File: config.mk
export PLATFORM = sky130hd
export DESIGN_NAME = nand_seq
export DESIGN_NICKNAME = d
export VERILOG_FILES = /design/src/verilog/nand_seq_pkg.sv /design/src/verilog/pin_sync.sv /design/src/verilog/nand_seq.sv
export SDC_FILE = /design/constraint.sdc
export NUM_CORES = 1
export LEC_CHECK = 0
export ABC_AREA = 1
export BUFFER_PORTS_ARGS = -buffer_cell sky130_fd_sc_hd__buf_2
export CORE_MARGIN = 2
export CORE_UTILIZATION = 50
export DETAILED_ROUTE_END_ITERATION = 10
export PLACE_DENSITY = 0.7
export SLEW_MARGIN = 10
export SYNTH_ARGS = -nofsm -noshare
export SYNTH_HDL_FRONTEND = slang
export SYNTH_SLANG_ARGS = --single-unit
File: constraint.sdc
create_clock -name clk -period 2 [get_ports clk]
set_input_delay 0.6 -clock clk [delete_from_list [all_inputs] [get_ports clk]]
set_output_delay 0.6 -clock clk [all_outputs]
set_load 0.01 [all_outputs]
File: src/verilog/nand_seq_pkg.sv
/*
  Constants for the flash command sequencer: command codes, status byte
  layout, address cycle layout and operation times.
  Assumes a 20 MHz system clock.
*/
package nand_seq_pkg;

  localparam int unsigned CLK_PERIOD_NS = 50;

  // Command codes
  localparam logic [7:0] CMD_READ      = 8'h00;
  localparam logic [7:0] CMD_READ_GO   = 8'h30;
  localparam logic [7:0] CMD_LOAD      = 8'h80;
  localparam logic [7:0] CMD_COL_CHG   = 8'h85;
  localparam logic [7:0] CMD_PROG      = 8'h10;
  localparam logic [7:0] CMD_PROG_CACH = 8'h15;
  localparam logic [7:0] CMD_ERASE     = 8'h60;
  localparam logic [7:0] CMD_ERASE_GO  = 8'hD0;
  localparam logic [7:0] CMD_STATUS    = 8'h70;
  localparam logic [7:0] CMD_RESET     = 8'hFF;

  // Status byte bit positions
  localparam int unsigned ST_FAIL_BIT  = 0;
  localparam int unsigned ST_PBRDY_BIT = 5;
  localparam int unsigned ST_CRDY_BIT  = 6;
  localparam int unsigned ST_WP_BIT    = 7;

  // Address cycles: two column, two row (erase setup: two row only); a fifth is dropped
  localparam logic [2:0] ADDR_COL_LO = 3'h0;
  localparam logic [2:0] ADDR_COL_HI = 3'h1;
  localparam logic [2:0] ADDR_ROW_LO = 3'h2;
  localparam logic [2:0] ADDR_ROW_HI = 3'h3;
  localparam logic [2:0] ADDR_LAST   = 3'h4;

  // Operation times in ns
  localparam int unsigned T_READ_NS  = 25000;
  localparam int unsigned T_PROG_NS  = 300000;
  localparam int unsigned T_ERASE_NS = 2500000;
  localparam int unsigned T_RST_NS   = 5000;
  localparam int unsigned T_POR_NS   = 1000000;

  localparam logic [15:0] READ_CYC = 16'(T_READ_NS / CLK_PERIOD_NS);
  localparam logic [15:0] RST_CYC  = 16'(T_RST_NS / CLK_PERIOD_NS);

  // Sync vector layout
  localparam int unsigned PIN_W = 14;

endpackage : nand_seq_pkg

File: src/verilog/pin_sync.sv
/*
  Two-flop synchroniser for a group of asynchronous pin levels.
  Assumes inputs are levels from outside the clk domain.
*/
`timescale 1ns/1ps
module pin_sync #(
  parameter int unsigned W = 14
) (
  input  wire logic         clk,
  input  wire logic         srst,
  input  wire logic [W-1:0] d,
  input  wire logic [W-1:0] init,
  output logic      [W-1:0] q
);
  logic [W-1:0] meta;

  genvar i;
  generate
    for (i = 0; i < W; i++) begin : g_bit
      always_ff @(posedge clk) begin
        if (srst) begin
          meta[i] <= init[i];
          q[i]    <= init[i];
        end else begin
          meta[i] <= d[i];
          q[i]    <= meta[i];
        end
      end
    end
  endgenerate
endmodule : pin_sync

File: src/verilog/nand_seq.sv
/*
  Command sequencer of a parallel NAND flash: decodes strobed command,
  address and data cycles, runs timed read, program and erase phases,
  answers status reads and drives the open-drain ready/busy pin.
  Assumes host strobes are slow against the 20 MHz clk and that the
  cell array answers on rd_data and array_fail in the clk domain.
*/
`timescale 1ns/1ps
module nand_seq #(
  parameter logic [15:0] PROG_CYC  =
    16'(nand_seq_pkg::T_PROG_NS / nand_seq_pkg::CLK_PERIOD_NS),
  parameter logic [15:0] ERASE_CYC =
    16'(nand_seq_pkg::T_ERASE_NS / nand_seq_pkg::CLK_PERIOD_NS),
  parameter logic [15:0] POR_CYC   =
    16'(nand_seq_pkg::T_POR_NS / nand_seq_pkg::CLK_PERIOD_NS)
) (
  input  wire logic        clk,
  input  wire logic        srst,
  input  wire logic        ce_n,
  input  wire logic        cle,
  input  wire logic        ale,
  input  wire logic        we_n,
  input  wire logic        re_n,
  input  wire logic        wp_n,
  input  wire logic [7:0]  io_in,
  output logic      [7:0]  io_out,
  output logic             io_oe_n,
  output logic             ready_busy_n,
  output logic             ready_busy_oe_n,
  input  wire logic [7:0]  rd_data,
  input  wire logic        array_fail,
  output logic      [11:0] col_addr,
  output logic      [15:0] row_addr,
  output logic             wr_strobe,
  output logic      [7:0]  wr_data,
  output logic             read_go,
  output logic             prog_go,
  output logic             erase_go,
  output logic             op_abort
);
  typedef enum logic [2:0] {
    M_IDLE  = 3'b000,
    M_RSET  = 3'b001,
    M_READ  = 3'b010,
    M_LOAD  = 3'b011,
    M_ESET  = 3'b100
  } mode_t;

  typedef enum logic [1:0] {
    OP_NONE  = 2'b00,
    OP_READ  = 2'b01,
    OP_PROG  = 2'b10,
    OP_ERASE = 2'b11
  } op_t;

  typedef struct packed {
    mode_t       mode;
    op_t         op;
    logic        busy;
    logic        status_mode;
    logic        fail;
    logic [15:0] tmr;
    logic [2:0]  addr_cnt;
    logic [11:0] col;
    logic [15:0] row;
    logic        we_q;
    logic        re_q;
    logic [7:0]  io_out;
    logic        io_oe_n;
    logic        rb_oe_n;
    logic        wr_strobe;
    logic [7:0]  wr_data;
    logic        read_go;
    logic        prog_go;
    logic        erase_go;
    logic        op_abort;
  } state_t;

  state_t st;
  state_t next_st;

  logic [13:0] pins;
  logic        ce_s, cle_s, ale_s, we_s, re_s, wp_s;
  logic [7:0]  io_s;
  logic        we_rise, re_fall, cmd_ev, addr_ev, data_ev;
  logic [7:0]  status;

  pin_sync #(.W(nand_seq_pkg::PIN_W)) u_sync (
    .clk  (clk),
    .srst (srst),
    .d    ({ce_n, cle, ale, we_n, re_n, wp_n, io_in}),
    .init ({6'h27, 8'h00}),
    .q    (pins)
  );

  assign {ce_s, cle_s, ale_s, we_s, re_s, wp_s, io_s} = pins;
  assign we_rise = !ce_s && we_s && !st.we_q;
  assign re_fall = !ce_s && !re_s && st.re_q;
  assign cmd_ev  = we_rise && cle_s && !ale_s;
  assign addr_ev = we_rise && ale_s && !cle_s;
  assign data_ev = we_rise && !ale_s && !cle_s;
  assign status  = {wp_s, !st.busy, !st.busy, 4'h0, st.fail};

  always_comb begin
    next_st           = st;
    next_st.we_q      = we_s;
    next_st.re_q      = re_s;
    next_st.wr_strobe = 1'b0;
    next_st.read_go   = 1'b0;
    next_st.prog_go   = 1'b0;
    next_st.erase_go  = 1'b0;
    next_st.op_abort  = 1'b0;
    next_st.io_oe_n   = !(!ce_s && !re_s);

    // Timed phase end
    if (st.busy) begin
      if (st.tmr == 16'h0000) begin
        next_st.busy = 1'b0;
        next_st.op   = OP_NONE;
        if (st.op == OP_READ) begin
          next_st.mode = M_READ;
        end
        if (st.op == OP_PROG || st.op == OP_ERASE) begin
          next_st.fail = array_fail;
        end
      end else begin
        next_st.tmr = st.tmr - 16'h0001;
      end
      if (!wp_s && (st.op == OP_PROG || st.op == OP_ERASE)) begin
        next_st.busy     = 1'b0;
        next_st.op       = OP_NONE;
        next_st.fail     = 1'b1;
        next_st.op_abort = 1'b1;
      end
    end

    if (cmd_ev) begin
      if (io_s == nand_seq_pkg::CMD_RESET) begin
        next_st.mode        = M_IDLE;
        next_st.status_mode = 1'b0;
        next_st.op_abort    = 1'b1;
        next_st.fail        = 1'b0;
        next_st.busy        = 1'b1;
        next_st.op          = OP_NONE;
        next_st.tmr         = nand_seq_pkg::RST_CYC - 16'h0001;
      end else if (io_s == nand_seq_pkg::CMD_STATUS) begin
        next_st.status_mode = 1'b1;
      end else if (!st.busy) begin
        next_st.status_mode = 1'b0;
        next_st.addr_cnt    = 3'h0;
        next_st.mode        = M_IDLE;
        case (io_s)
          nand_seq_pkg::CMD_READ: begin
            if (st.status_mode && st.mode == M_READ) begin
              next_st.mode     = M_READ;
              next_st.addr_cnt = st.addr_cnt;
            end else begin
              next_st.mode = M_RSET;
            end
          end
          nand_seq_pkg::CMD_READ_GO: begin
            if (st.mode == M_RSET) begin
              next_st.busy    = 1'b1;
              next_st.op      = OP_READ;
              next_st.tmr     = nand_seq_pkg::READ_CYC - 16'h0001;
              next_st.read_go = 1'b1;
              next_st.mode    = M_RSET;
            end
          end
          nand_seq_pkg::CMD_LOAD: begin
            next_st.mode = M_LOAD;
          end
          nand_seq_pkg::CMD_COL_CHG: begin
            if (st.mode == M_LOAD) begin
              next_st.mode = M_LOAD;
            end
          end
          nand_seq_pkg::CMD_PROG, nand_seq_pkg::CMD_PROG_CACH: begin
            if (st.mode == M_LOAD && wp_s) begin
              next_st.busy    = 1'b1;
              next_st.op      = OP_PROG;
              next_st.tmr     = PROG_CYC - 16'h0001;
              next_st.prog_go = 1'b1;
            end
          end
          nand_seq_pkg::CMD_ERASE: begin
            next_st.mode = M_ESET;
          end
          nand_seq_pkg::CMD_ERASE_GO: begin
            if (st.mode == M_ESET && wp_s) begin
              next_st.busy     = 1'b1;
              next_st.op       = OP_ERASE;
              next_st.tmr      = ERASE_CYC - 16'h0001;
              next_st.erase_go = 1'b1;
            end
          end
          // any other command drops the load
          default: begin
            next_st.mode = M_IDLE;
          end
        endcase
      end
    end else if (addr_ev && !st.busy) begin
      if (st.addr_cnt != nand_seq_pkg::ADDR_LAST) begin
        next_st.addr_cnt = st.addr_cnt + 3'h1;
      end
      if (st.mode == M_ESET) begin
        if (st.addr_cnt == nand_seq_pkg::ADDR_COL_LO) begin
          next_st.row[7:0] = io_s;
        end else if (st.addr_cnt == nand_seq_pkg::ADDR_COL_HI) begin
          next_st.row[15:8] = io_s;
        end
      end else begin
        case (st.addr_cnt)
          nand_seq_pkg::ADDR_COL_LO: next_st.col[7:0]   = io_s;
          nand_seq_pkg::ADDR_COL_HI: next_st.col[11:8]  = io_s[3:0];
          nand_seq_pkg::ADDR_ROW_LO: next_st.row[7:0]   = io_s;
          nand_seq_pkg::ADDR_ROW_HI: next_st.row[15:8]  = io_s;
          default:                   next_st.row        = st.row;
        endcase
      end
    end else if (data_ev && st.mode == M_LOAD && !st.busy) begin
      next_st.wr_strobe = 1'b1;
      next_st.wr_data   = io_s;
      next_st.col       = st.col + 12'h001;
    end

    if (re_fall) begin
      if (st.status_mode) begin
        next_st.io_out = status;
      end else if (st.mode == M_READ && !st.busy) begin
        next_st.io_out = rd_data;
        next_st.col    = st.col + 12'h001;
      end
    end

    next_st.rb_oe_n = !next_st.busy;
  end

  always_ff @(posedge clk) begin
    if (srst) begin
      st         <= '0;
      st.mode    <= M_IDLE;
      st.op      <= OP_NONE;
      st.busy    <= 1'b1;
      st.tmr     <= POR_CYC - 16'h0001;
      st.we_q    <= 1'b1;
      st.re_q    <= 1'b1;
      st.io_oe_n <= 1'b1;
      st.rb_oe_n <= 1'b0;
    end else begin
      st <= next_st;
    end
  end

  assign io_out          = st.io_out;
  assign io_oe_n         = st.io_oe_n;
  assign ready_busy_n    = 1'b0;
  assign ready_busy_oe_n = st.rb_oe_n;
  assign col_addr        = st.col;
  assign row_addr        = st.row;
  assign wr_strobe       = st.wr_strobe;
  assign wr_data         = st.wr_data;
  assign read_go         = st.read_go;
  assign prog_go         = st.prog_go;
  assign erase_go        = st.erase_go;
  assign op_abort        = st.op_abort;
endmodule : nand_seq

==> impl_metrics.xml, run 1 <==
<?xml version="1.0" encoding="UTF-8"?>
<metrics>
  <group name="synth">
    <metric name="netlist_instances" unit="">776</metric>
    <metric name="synth_cell_type_count" unit="">43</metric>
    <metric name="synth_edf_count" unit="">0</metric>
    <metric name="dominantRegCellSynth" unit="">sky130_fd_sc_hd__dfxtp_1</metric>
    <metric name="mappedNetlistNets" unit="">809</metric>
    <metric name="syn_avg_cell_area" unit="um^2">7.03</metric>
    <metric name="synth_warn" unit="">0</metric>
    <metric name="ys_ff_latch" unit="">108</metric>
    <metric name="synthTopCellsByArea" unit="">sky130_fd_sc_hd__dfxtp_1 40%, sky130_fd_sc_hd__nand2_1 9.9%, sky130_fd_sc_hd__inv_1 6.3%</metric>
    <metric name="part_of_the_yosys_area_used_for_sequential_elements" unit="%">39.6</metric>
    <metric name="syn-cell-area" unit="mm^2">0.00546</metric>
    <metric name="synthDominantCellAreaShare" unit="%">39.6</metric>
    <metric name="netlist_top_cells_count" unit="">144 x sky130_fd_sc_hd__nand2_1, 108 x sky130_fd_sc_hd__dfxtp_1, 91 x sky130_fd_sc_hd__inv_1</metric>
    <metric name="async_flop_share" unit="%">0</metric>
    <metric name="post-synth-top-area-cell" unit="">sky130_fd_sc_hd__dfxtp_1</metric>
    <metric name="post-synth-top-count-cell" unit="">sky130_fd_sc_hd__nand2_1</metric>
  </group>
  <group name="cells_and_area">
    <metric name="number_of_standard_cells_in_the_final_layout_excluding_fillers" unit="">958</metric>
    <metric name="finish.net_count" unit="">846</metric>
    <metric name="antenna_cells" unit="">0</metric>
    <metric name="layout.filler_cells" unit="">1077</metric>
    <metric name="final_core_util" unit="%">55.2</metric>
    <metric name="regArea" unit="mm^2">0.00216</metric>
    <metric name="final_layout_size_suffix_gt1_share" unit="%">19.8</metric>
    <metric name="multiInputGateArea" unit="mm^2">0.00251</metric>
    <metric name="syn2layout_area_growth" unit="%">8.57</metric>
  </group>
  <group name="setup_path">
    <metric name="r2r_cells" unit="">11</metric>
    <metric name="crit_path_end_kind" unit="">flop</metric>
    <metric name="critical_path.startpoint_type" unit="">flop</metric>
    <metric name="rr_endpoint" unit="">st[65]$_SDFF_PP1_</metric>
    <metric name="crit-reg2reg-launch" unit="">st[56]$_SDFF_PP1_</metric>
    <metric name="crit_fanout" unit="">6</metric>
    <metric name="critical_path_start_end_classification" unit="">flop to flop</metric>
    <metric name="cp_data_required_time" unit="ns">2.26</metric>
    <metric name="rrSetupSlack" unit="ns">0.18</metric>
    <metric name="timing.critical_path.arrival" unit="ns">2.08</metric>
  </group>
  <group name="pwr">
    <metric name="power_density" unit="mW/mm^2">619</metric>
    <metric name="max-vdd-ir-drop" unit="V">0.000320</metric>
    <metric name="leakagePower" unit="nW">2.77</metric>
  </group>
  <group name="cts">
    <metric name="cts.clk_slew.worst_paths" unit="ns">0.10</metric>
    <metric name="cts_max_path_buffers" unit="">2</metric>
    <metric name="tritoncts" unit="">built</metric>
    <metric name="numCtsBuffers" unit="">9</metric>
    <metric name="clock_sinks" unit="">108</metric>
    <metric name="cts_root_buf" unit="">sky130_fd_sc_hd__clkbuf_8</metric>
    <metric name="htreeDepth" unit="">3</metric>
    <metric name="hold_buffers" unit="">0</metric>
    <metric name="clk-insertion-delay-late" unit="ns">0.38</metric>
  </group>
  <group name="timing">
    <metric name="max_freq" unit="GHz">0.549</metric>
    <metric name="finalClockSkew" unit="ns">0.0115</metric>
    <metric name="report.final.slew_viol_count" unit="">0</metric>
    <metric name="hold_viol_final" unit="">0</metric>
    <metric name="final_report_setup_violation_count" unit="">0</metric>
    <metric name="min_period_over_period" unit="%">91.1</metric>
    <metric name="worst_hold_slack" unit="ns">0.397</metric>
    <metric name="setup-tns-final" unit="ns">0</metric>
    <metric name="layout_setup_ws" unit="ns">0.177</metric>
    <metric name="post-route-min-period" unit="ns">1.82</metric>
  </group>
  <group name="placement">
    <metric name="detailed_place_hpwl" unit="um">9750</metric>
    <metric name="placer_congestion_estimate" unit="">0.953</metric>
    <metric name="placement.setup.worst_slack" unit="ns">0.189</metric>
    <metric name="total_instance_count_after_detailed_placement" unit="">941</metric>
    <metric name="place.port_buffers" unit="">75</metric>
  </group>
  <group name="die">
    <metric name="fp-row-count" unit="">38</metric>
    <metric name="fp.dieArea" unit="mm^2">0.0118</metric>
    <metric name="placeableCoreArea" unit="mm^2">0.0107</metric>
    <metric name="initial_core_util" unit="%">50.8</metric>
    <metric name="io_pins" unit="">77</metric>
    <metric name="chipHeight" unit="um">108</metric>
    <metric name="die_width" unit="um">108</metric>
  </group>
  <group name="worst_hold_path">
    <metric name="whs_endpoint" unit="">u_sync.meta[10]$_SDFF_PP1_</metric>
    <metric name="hp-class" unit="">primary input to flop</metric>
    <metric name="hold_path_cells" unit="">2</metric>
    <metric name="hold_path.startpoint" unit="">we_n</metric>
  </group>
  <group name="global_routing">
    <metric name="grt-ovfl-total" unit="">0</metric>
    <metric name="grt_first_pass_wirelength" unit="um">21100</metric>
    <metric name="grt_start_max_net_pins" unit="">46</metric>
    <metric name="grt_util_all_layers" unit="%">22.9</metric>
    <metric name="antenna_violations_before_repair" unit="">0</metric>
    <metric name="grt_pass1_vias" unit="">4515</metric>
  </group>
  <group name="drt">
    <metric name="first_iter_violations" unit="">267</metric>
    <metric name="post_drt_wl_per_cell" unit="um">13.5</metric>
    <metric name="drt.antenna.violating_nets" unit="">0</metric>
    <metric name="finalWirelength" unit="um">12900</metric>
    <metric name="detail_route.drc_violations" unit="">0</metric>
    <metric name="drt_pre_antenna_iters" unit="">5</metric>
    <metric name="via_per_inst" unit="">5.19</metric>
    <metric name="vias" unit="">4971</metric>
  </group>
  <group name="flow_run">
    <metric name="max_cap_viol_count" unit="">0</metric>
  </group>
  <group name="run_status">
    <metric name="run_status" unit="">completed</metric>
  </group>
</metrics>
## registers in the layout (all words and copies together) (netlist names)
| signal | count |
|---|---|
| st | 29 |
| row_addr | 16 |
| u_sync.meta | 14 |
| u_sync.q | 14 |
| col_addr | 12 |
| io_out | 8 |
| wr_data | 8 |
| erase_go | 1 |
| io_oe_n | 1 |
| op_abort | 1 |
| prog_go | 1 |
| read_go | 1 |
| ready_busy_oe_n | 1 |
| wr_strobe | 1 |
## cells by family (layout without fill, tap and decap cells)
kind of cell	after synthesis	count (layout)	synth area share [%]
AO/OA/AOI/OAI	135	135	13.5
buffers and inverters	169	211	14.8
adder cells (fa/ha/maj)	8	8	1.83
XOR/XNOR	13	13	2.09
AND/OR/NAND/NOR	342	342	28.1
other	1	1	0.0687
flip-flops	108	108	39.6
## placed cells by master, fill, tap and decap left out, types with 3 or more instances in the layout
master	instances
sky130_fd_sc_hd__inv_1	91
sky130_fd_sc_hd__nor2_1	83
sky130_fd_sc_hd__xnor2_1	3
sky130_fd_sc_hd__o21ai_0	42
sky130_fd_sc_hd__o211ai_1	6
sky130_fd_sc_hd__or2_2	11
sky130_fd_sc_hd__nor3_1	15
sky130_fd_sc_hd__a31oi_1	7
sky130_fd_sc_hd__nand2_2	7
sky130_fd_sc_hd__buf_4	13
sky130_fd_sc_hd__ha_1	8
sky130_fd_sc_hd__nor3_2	3
sky130_fd_sc_hd__dfxtp_1	108
sky130_fd_sc_hd__o22ai_1	3
sky130_fd_sc_hd__nand3_1	45
sky130_fd_sc_hd__a21oi_1	54
sky130_fd_sc_hd__o21ai_1	13
sky130_fd_sc_hd__nand4_1	7
sky130_fd_sc_hd__clkbuf_8	10
sky130_fd_sc_hd__buf_2	75
sky130_fd_sc_hd__nand3_2	4
sky130_fd_sc_hd__nor2_2	12
sky130_fd_sc_hd__xor2_1	10
sky130_fd_sc_hd__inv_2	13
sky130_fd_sc_hd__nand2_1	144
## power by group
group / total, W / internal (W) / leakage, nW / switching, W
logic: 0.000174 / 0.0000653 / 1.80 / 0.000108
clock network: 0.00129 / 0.000512 / 0.0971 / 0.000780
registers: 0.00220 / 0.00218 / 0.877 / 0.0000203
## metal layers
metal / part of all wire, % / vias to the layer above / routed length [um] / track usage [%]
li1: - / 2503 / - / -
met1: 46 / 2272 / 5980 / 31.6
met2: 45 / 177 / 5790 / 35.8
met3: 7.3 / 19 / 938 / 4.16
met4: 1.5 / 0 / 199 / 8.15
met5: 0 / - / 0 / 0
## worst max path at each step
stage / from / to / slack [ns] / cells past startpoint
finish: st[56]$_SDFF_PP1_ / st[65]$_SDFF_PP1_ / 0.18 / 11
global route: st[56]$_SDFF_PP1_ / st[65]$_SDFF_PP1_ / -0.001 / 11
CTS: u_sync.q[1]$_SDFF_PP0_ / ready_busy_oe_n$_SDFF_PP0_ / 0.16 / 10
detailed placement: st[78]$_SDFF_PP0_ / ready_busy_oe_n$_SDFF_PP0_ / 0.19 / 9
global placement: u_sync.q[1]$_SDFF_PP0_ / ready_busy_oe_n$_SDFF_PP0_ / 0.21 / 10
floorplan: col_addr[0]$_SDFF_PP0_ / col_addr[10]$_SDFF_PP0_ / 0.38 / 7
## cell type report
class | instances | area share, %
clock buffer | 10 | 2.32
clock inverter | 6 | 0.887
inverter | 106 | 6.71
multi-input combinational | 499 | 42.3
sequential | 108 | 36.5
tap | 140 | 2.96
timing repair buffer | 89 | 8.32
## timing repair
item                                    in CTS  in global routing
buffers inserted                             0                  1
resized for setup                            0                  5
endpoints found under the setup margin       0                  3
## metrics by stage
step | total power (W) | cell area, um^2
finish | 0.00367 | 5930
global route | 0.00382 | 5930
CTS | 0.00371 | 5900
detailed placement | 0.00242 | 5710
global placement | 0.00242 | 5710
floorplan | 0.00236 | 5460
## worst max-delay path, stage by stage, from the launching register on
cell,delay (ns)
sky130_fd_sc_hd__dfxtp_1,0.34
sky130_fd_sc_hd__inv_1,0.09
sky130_fd_sc_hd__ha_1,0.21
sky130_fd_sc_hd__nand2_1,0.13
sky130_fd_sc_hd__nor2_1,0.08
sky130_fd_sc_hd__nand2_1,0.20
sky130_fd_sc_hd__nand2_1,0.14
sky130_fd_sc_hd__nor2_1,0.14
sky130_fd_sc_hd__xor2_1,0.21
sky130_fd_sc_hd__nand2_1,0.07
sky130_fd_sc_hd__nand2_1,0.06
sky130_fd_sc_hd__nand3_1,0.06
Note: power is estimated with default switching activity, not from simulation.
==> run 2, diff against run 1 <==
--- a/config.mk
+++ b/config.mk
@@ -10,8 +10,9 @@
 export CORE_MARGIN = 2
 export CORE_UTILIZATION = 50
 export DETAILED_ROUTE_END_ITERATION = 10
-export PLACE_DENSITY = 0.7
+export PLACE_DENSITY = 0.69
 export SLEW_MARGIN = 10
 export SYNTH_ARGS = -nofsm -noshare
 export SYNTH_HDL_FRONTEND = slang
+export SYNTH_HIERARCHICAL = 1
 export SYNTH_SLANG_ARGS = --single-unit
==> impl_metrics.xml, run 2 <==
<?xml version="1.0" encoding="UTF-8"?>
<metrics>
  <group name="placement">
    <metric name="place.port_buffers" unit="">75</metric>
    <metric name="detailed_place_hpwl" unit="um">10300</metric>
    <metric name="placer_congestion_estimate" unit="">0.937</metric>
    <metric name="placement.setup.worst_slack" unit="ns">0.281</metric>
  </group>
  <group name="die">
    <metric name="fp-row-count" unit="">40</metric>
    <metric name="io_pins" unit="">77</metric>
    <metric name="initial_core_util" unit="%">50.7</metric>
    <metric name="fp.dieArea" unit="mm^2">0.0129</metric>
    <metric name="chipHeight" unit="um">114</metric>
    <metric name="die_width" unit="um">114</metric>
    <metric name="placeableCoreArea" unit="mm^2">0.0119</metric>
  </group>
  <group name="drt">
    <metric name="post_drt_wl_per_cell" unit="um">13.3</metric>
    <metric name="detail_route.drc_violations" unit="">0</metric>
    <metric name="drt.antenna.violating_nets" unit="">0</metric>
    <metric name="vias" unit="">5319</metric>
    <metric name="first_iter_violations" unit="">437</metric>
    <metric name="via_per_inst" unit="">5.08</metric>
    <metric name="finalWirelength" unit="um">14000</metric>
    <metric name="drt_pre_antenna_iters" unit="">5</metric>
  </group>
  <group name="cts">
    <metric name="cts.clk_slew.worst_paths" unit="ns">0.07</metric>
    <metric name="tritoncts" unit="">built</metric>
    <metric name="cts_max_path_buffers" unit="">2</metric>
    <metric name="numCtsBuffers" unit="">9</metric>
    <metric name="htreeDepth" unit="">3</metric>
    <metric name="clock_sinks" unit="">108</metric>
    <metric name="postCtsResizedCells" unit="">0</metric>
    <metric name="hold_buffers" unit="">0</metric>
    <metric name="clk-insertion-delay-late" unit="ns">0.35</metric>
    <metric name="cts_root_buf" unit="">sky130_fd_sc_hd__clkbuf_16</metric>
    <metric name="cts_setup_buffers" unit="">0</metric>
  </group>
  <group name="synth">
    <metric name="synth_cell_type_count" unit="">48</metric>
    <metric name="syn-cell-area" unit="mm^2">0.00602</metric>
    <metric name="synth_edf_count" unit="">0</metric>
    <metric name="syn_avg_cell_area" unit="um^2">7.07</metric>
    <metric name="netlist_instances" unit="">851</metric>
    <metric name="synthDominantCellAreaShare" unit="%">35.9</metric>
    <metric name="part_of_the_yosys_area_used_for_sequential_elements" unit="%">35.9</metric>
    <metric name="dominantRegCellSynth" unit="">sky130_fd_sc_hd__dfxtp_1</metric>
    <metric name="synth_warn" unit="">6</metric>
    <metric name="async_flop_share" unit="%">0</metric>
    <metric name="synthTopCellsByArea" unit="">sky130_fd_sc_hd__dfxtp_1 36%, sky130_fd_sc_hd__nand2_1 13%, sky130_fd_sc_hd__buf_4 6.1%</metric>
    <metric name="post-synth-top-count-cell" unit="">sky130_fd_sc_hd__nand2_1</metric>
    <metric name="netlist_top_cells_count" unit="">213 x sky130_fd_sc_hd__nand2_1, 108 x sky130_fd_sc_hd__dfxtp_1, 80 x sky130_fd_sc_hd__nor2_1</metric>
    <metric name="ys_ff_latch" unit="">108</metric>
    <metric name="post-synth-top-area-cell" unit="">sky130_fd_sc_hd__dfxtp_1</metric>
  </group>
  <group name="timing">
    <metric name="hold_viol_final" unit="">0</metric>
    <metric name="setup_repair_after_global_routing_missed_its_margin" unit="">no</metric>
    <metric name="min_period_over_period" unit="%">88.6</metric>
    <metric name="maxSlewHeadroom" unit="%">60.6</metric>
    <metric name="post-route-min-period" unit="ns">1.77</metric>
    <metric name="final_report_setup_violation_count" unit="">0</metric>
    <metric name="finalClockSkew" unit="ns">0.00815</metric>
    <metric name="report.final.slew_viol_count" unit="">0</metric>
    <metric name="max_freq" unit="GHz">0.564</metric>
    <metric name="layout_setup_ws" unit="ns">0.227</metric>
    <metric name="worst-slew-pin-transition" unit="ns">0.591</metric>
    <metric name="setup-tns-final" unit="ns">0</metric>
  </group>
  <group name="global_routing">
    <metric name="grt_start_max_net_pins" unit="">52</metric>
    <metric name="grt-ovfl-total" unit="">0</metric>
    <metric name="grt_first_pass_wirelength" unit="um">23300</metric>
    <metric name="antenna_violations_before_repair" unit="">0</metric>
    <metric name="grt_util_all_layers" unit="%">22.3</metric>
    <metric name="grt_pass1_vias" unit="">4826</metric>
  </group>
  <group name="setup_path">
    <metric name="critical_path_start_end_classification" unit="">flop to flop</metric>
    <metric name="crit_path_top_delay_cell" unit="">sky130_fd_sc_hd__dfxtp_1</metric>
    <metric name="timing.critical_path.cells" unit="">ha_1, nand3_1, nor2_1, nand2_1, nor3_1, xor2_1, nor2_1, nor2_1, nor2_1</metric>
    <metric name="critical_path.startpoint_type" unit="">flop</metric>
    <metric name="crit_path_end_kind" unit="">flop</metric>
    <metric name="cp_top_family" unit="">simple AND/OR/NAND/NOR gates</metric>
    <metric name="timing.critical_path.arrival" unit="ns">2.02</metric>
    <metric name="worst_path_most_repeated_cell" unit="">sky130_fd_sc_hd__nor2_1</metric>
    <metric name="timing.critical_path.slowest_cell_delay" unit="ns">0.40</metric>
    <metric name="cp_data_required_time" unit="ns">2.24</metric>
    <metric name="crit_fanout" unit="">5</metric>
    <metric name="critical_path_buf_inv_count" unit="">0</metric>
  </group>
  <group name="cells_and_area">
    <metric name="syn2layout_area_growth" unit="%">9.59</metric>
    <metric name="layout.filler_cells" unit="">1192</metric>
    <metric name="leading_cell_types_in_the_layout_fill_and_taps_excluded" unit="">213 x sky130_fd_sc_hd__nand2_1, 108 x sky130_fd_sc_hd__dfxtp_1, 80 x sky130_fd_sc_hd__nor2_1</metric>
    <metric name="final_common_cell" unit="">sky130_fd_sc_hd__nand2_1</metric>
    <metric name="final_layout_size_suffix_gt1_share" unit="%">19.8</metric>
    <metric name="antenna_cells" unit="">0</metric>
    <metric name="largest-register" unit="">st</metric>
    <metric name="largest_register_ffs" unit="">29</metric>
    <metric name="finish.net_count" unit="">929</metric>
  </group>
  <group name="worst_hold_path">
    <metric name="hp-class" unit="">flop to flop</metric>
  </group>
  <group name="flow_run">
    <metric name="max_cap_viol_count" unit="">0</metric>
  </group>
  <group name="pwr">
    <metric name="max-vdd-ir-drop" unit="V">0.000453</metric>
    <metric name="leakagePower" unit="nW">3.21</metric>
    <metric name="power_density" unit="mW/mm^2">685</metric>
  </group>
  <group name="run_status">
    <metric name="run_status" unit="">completed</metric>
  </group>
</metrics>
[run 2: changes by cell type after synthesis, sizes merged, moves of 5 or more]
cell / delta
xor2: +6
a31oi: -5
inv: -13
a21oi: +11
nor3: -10
nand4: +8
nand3: +10
buf: +10
nand2: +80
clkbuf: -6
o21ai: +6
or2: -9
[run 2: area by class of cell]
cell class | count | area [um^2] | area share [%]
Clock buffer | 13 | 270 | 4.10
Clock inverter | 3 | 67.6 | 1.02
Inverter | 91 | 364 | 5.52
Multi-Input combinational cell | 598 | 3060 | 46.4
Sequential cell | 108 | 2160 | 32.8
Tap cell | 147 | 184 | 2.79
Timing Repair Buffer | 88 | 485 | 7.36
[run 2: final timing paths]
| check | endpoint | depth (start not counted) | from | slack, ns |
|---|---|---|---|---|
| setup / recovery | col_addr[8]$_SDFF_PP0_ | 9 | col_addr[0]$_SDFF_PP0_ | 0.23 |
| hold / removal | u_sync/q[1]$_DFF_P_ | 2 | u_sync/meta[1]$_DFF_P_ | 0.42 |
| setup reg to reg | col_addr[8]$_SDFF_PP0_ | 9 | col_addr[0]$_SDFF_PP0_ | 0.23 |
| hold reg to reg | u_sync/q[1]$_DFF_P_ | 2 | u_sync/meta[1]$_DFF_P_ | 0.42 |
[run 2: worst reg2reg max path, cell delays in order (launching register included)]
cell,delay [ns]
sky130_fd_sc_hd__dfxtp_1,0.40
sky130_fd_sc_hd__ha_1,0.21
sky130_fd_sc_hd__nand3_1,0.13
sky130_fd_sc_hd__nor2_1,0.12
sky130_fd_sc_hd__nand2_1,0.08
sky130_fd_sc_hd__nor3_1,0.31
sky130_fd_sc_hd__xor2_1,0.23
sky130_fd_sc_hd__nor2_1,0.06
sky130_fd_sc_hd__nor2_1,0.10
sky130_fd_sc_hd__nor2_1,0.05
[run 2: metrics by stage]
step                      util [%]  total power [W]  hold slack, ns  cell area (um^2)  cells
final                         55.6          0.00452           0.419              6590   1048
after global placement        52.7          0.00258           0.399              6250   1032
after global routing          55.6          0.00468           0.440              6590   1048
after CTS                     55.6          0.00455           0.421              6590   1048
after detailed placement      52.7          0.00258           0.404              6250   1032
after floorplan                  -          0.00249           0.396              6060    864
[run 2: layer usage]
metal	global-route usage, %	wire, um	up-vias
li1	-	-	2757
met1	31.3	6670	2385
met2	34.9	6300	154
met3	3.72	732	23
met4	7.32	257	0
met5	0	0	-
[run 2: logic make-up (layout without fill, tap and decap cells)]
group / count (synthesis) / in the layout / share of synthesized area (%)
xor gates and xnor gates: 17 / 17 / 2.47
buffers and inverters: 158 / 195 / 14.0
DFF: 108 / 108 / 35.9
other: 2 / 15 / 0.125
adders and majority gates: 8 / 8 / 1.66
and+or+nand+nor: 418 / 418 / 33.2
muxes: 2 / 2 / 0.333
AOI/OAI and AO/OA: 138 / 138 / 12.2
[run 2: report_power, final]
part / internal [W] / switching [W] / total [W]
Clock: 0.00120 / 0.000785 / 0.00199
Combinational: 0.0000927 / 0.000179 / 0.000272
Sequential: 0.00221 / 0.0000500 / 0.00226
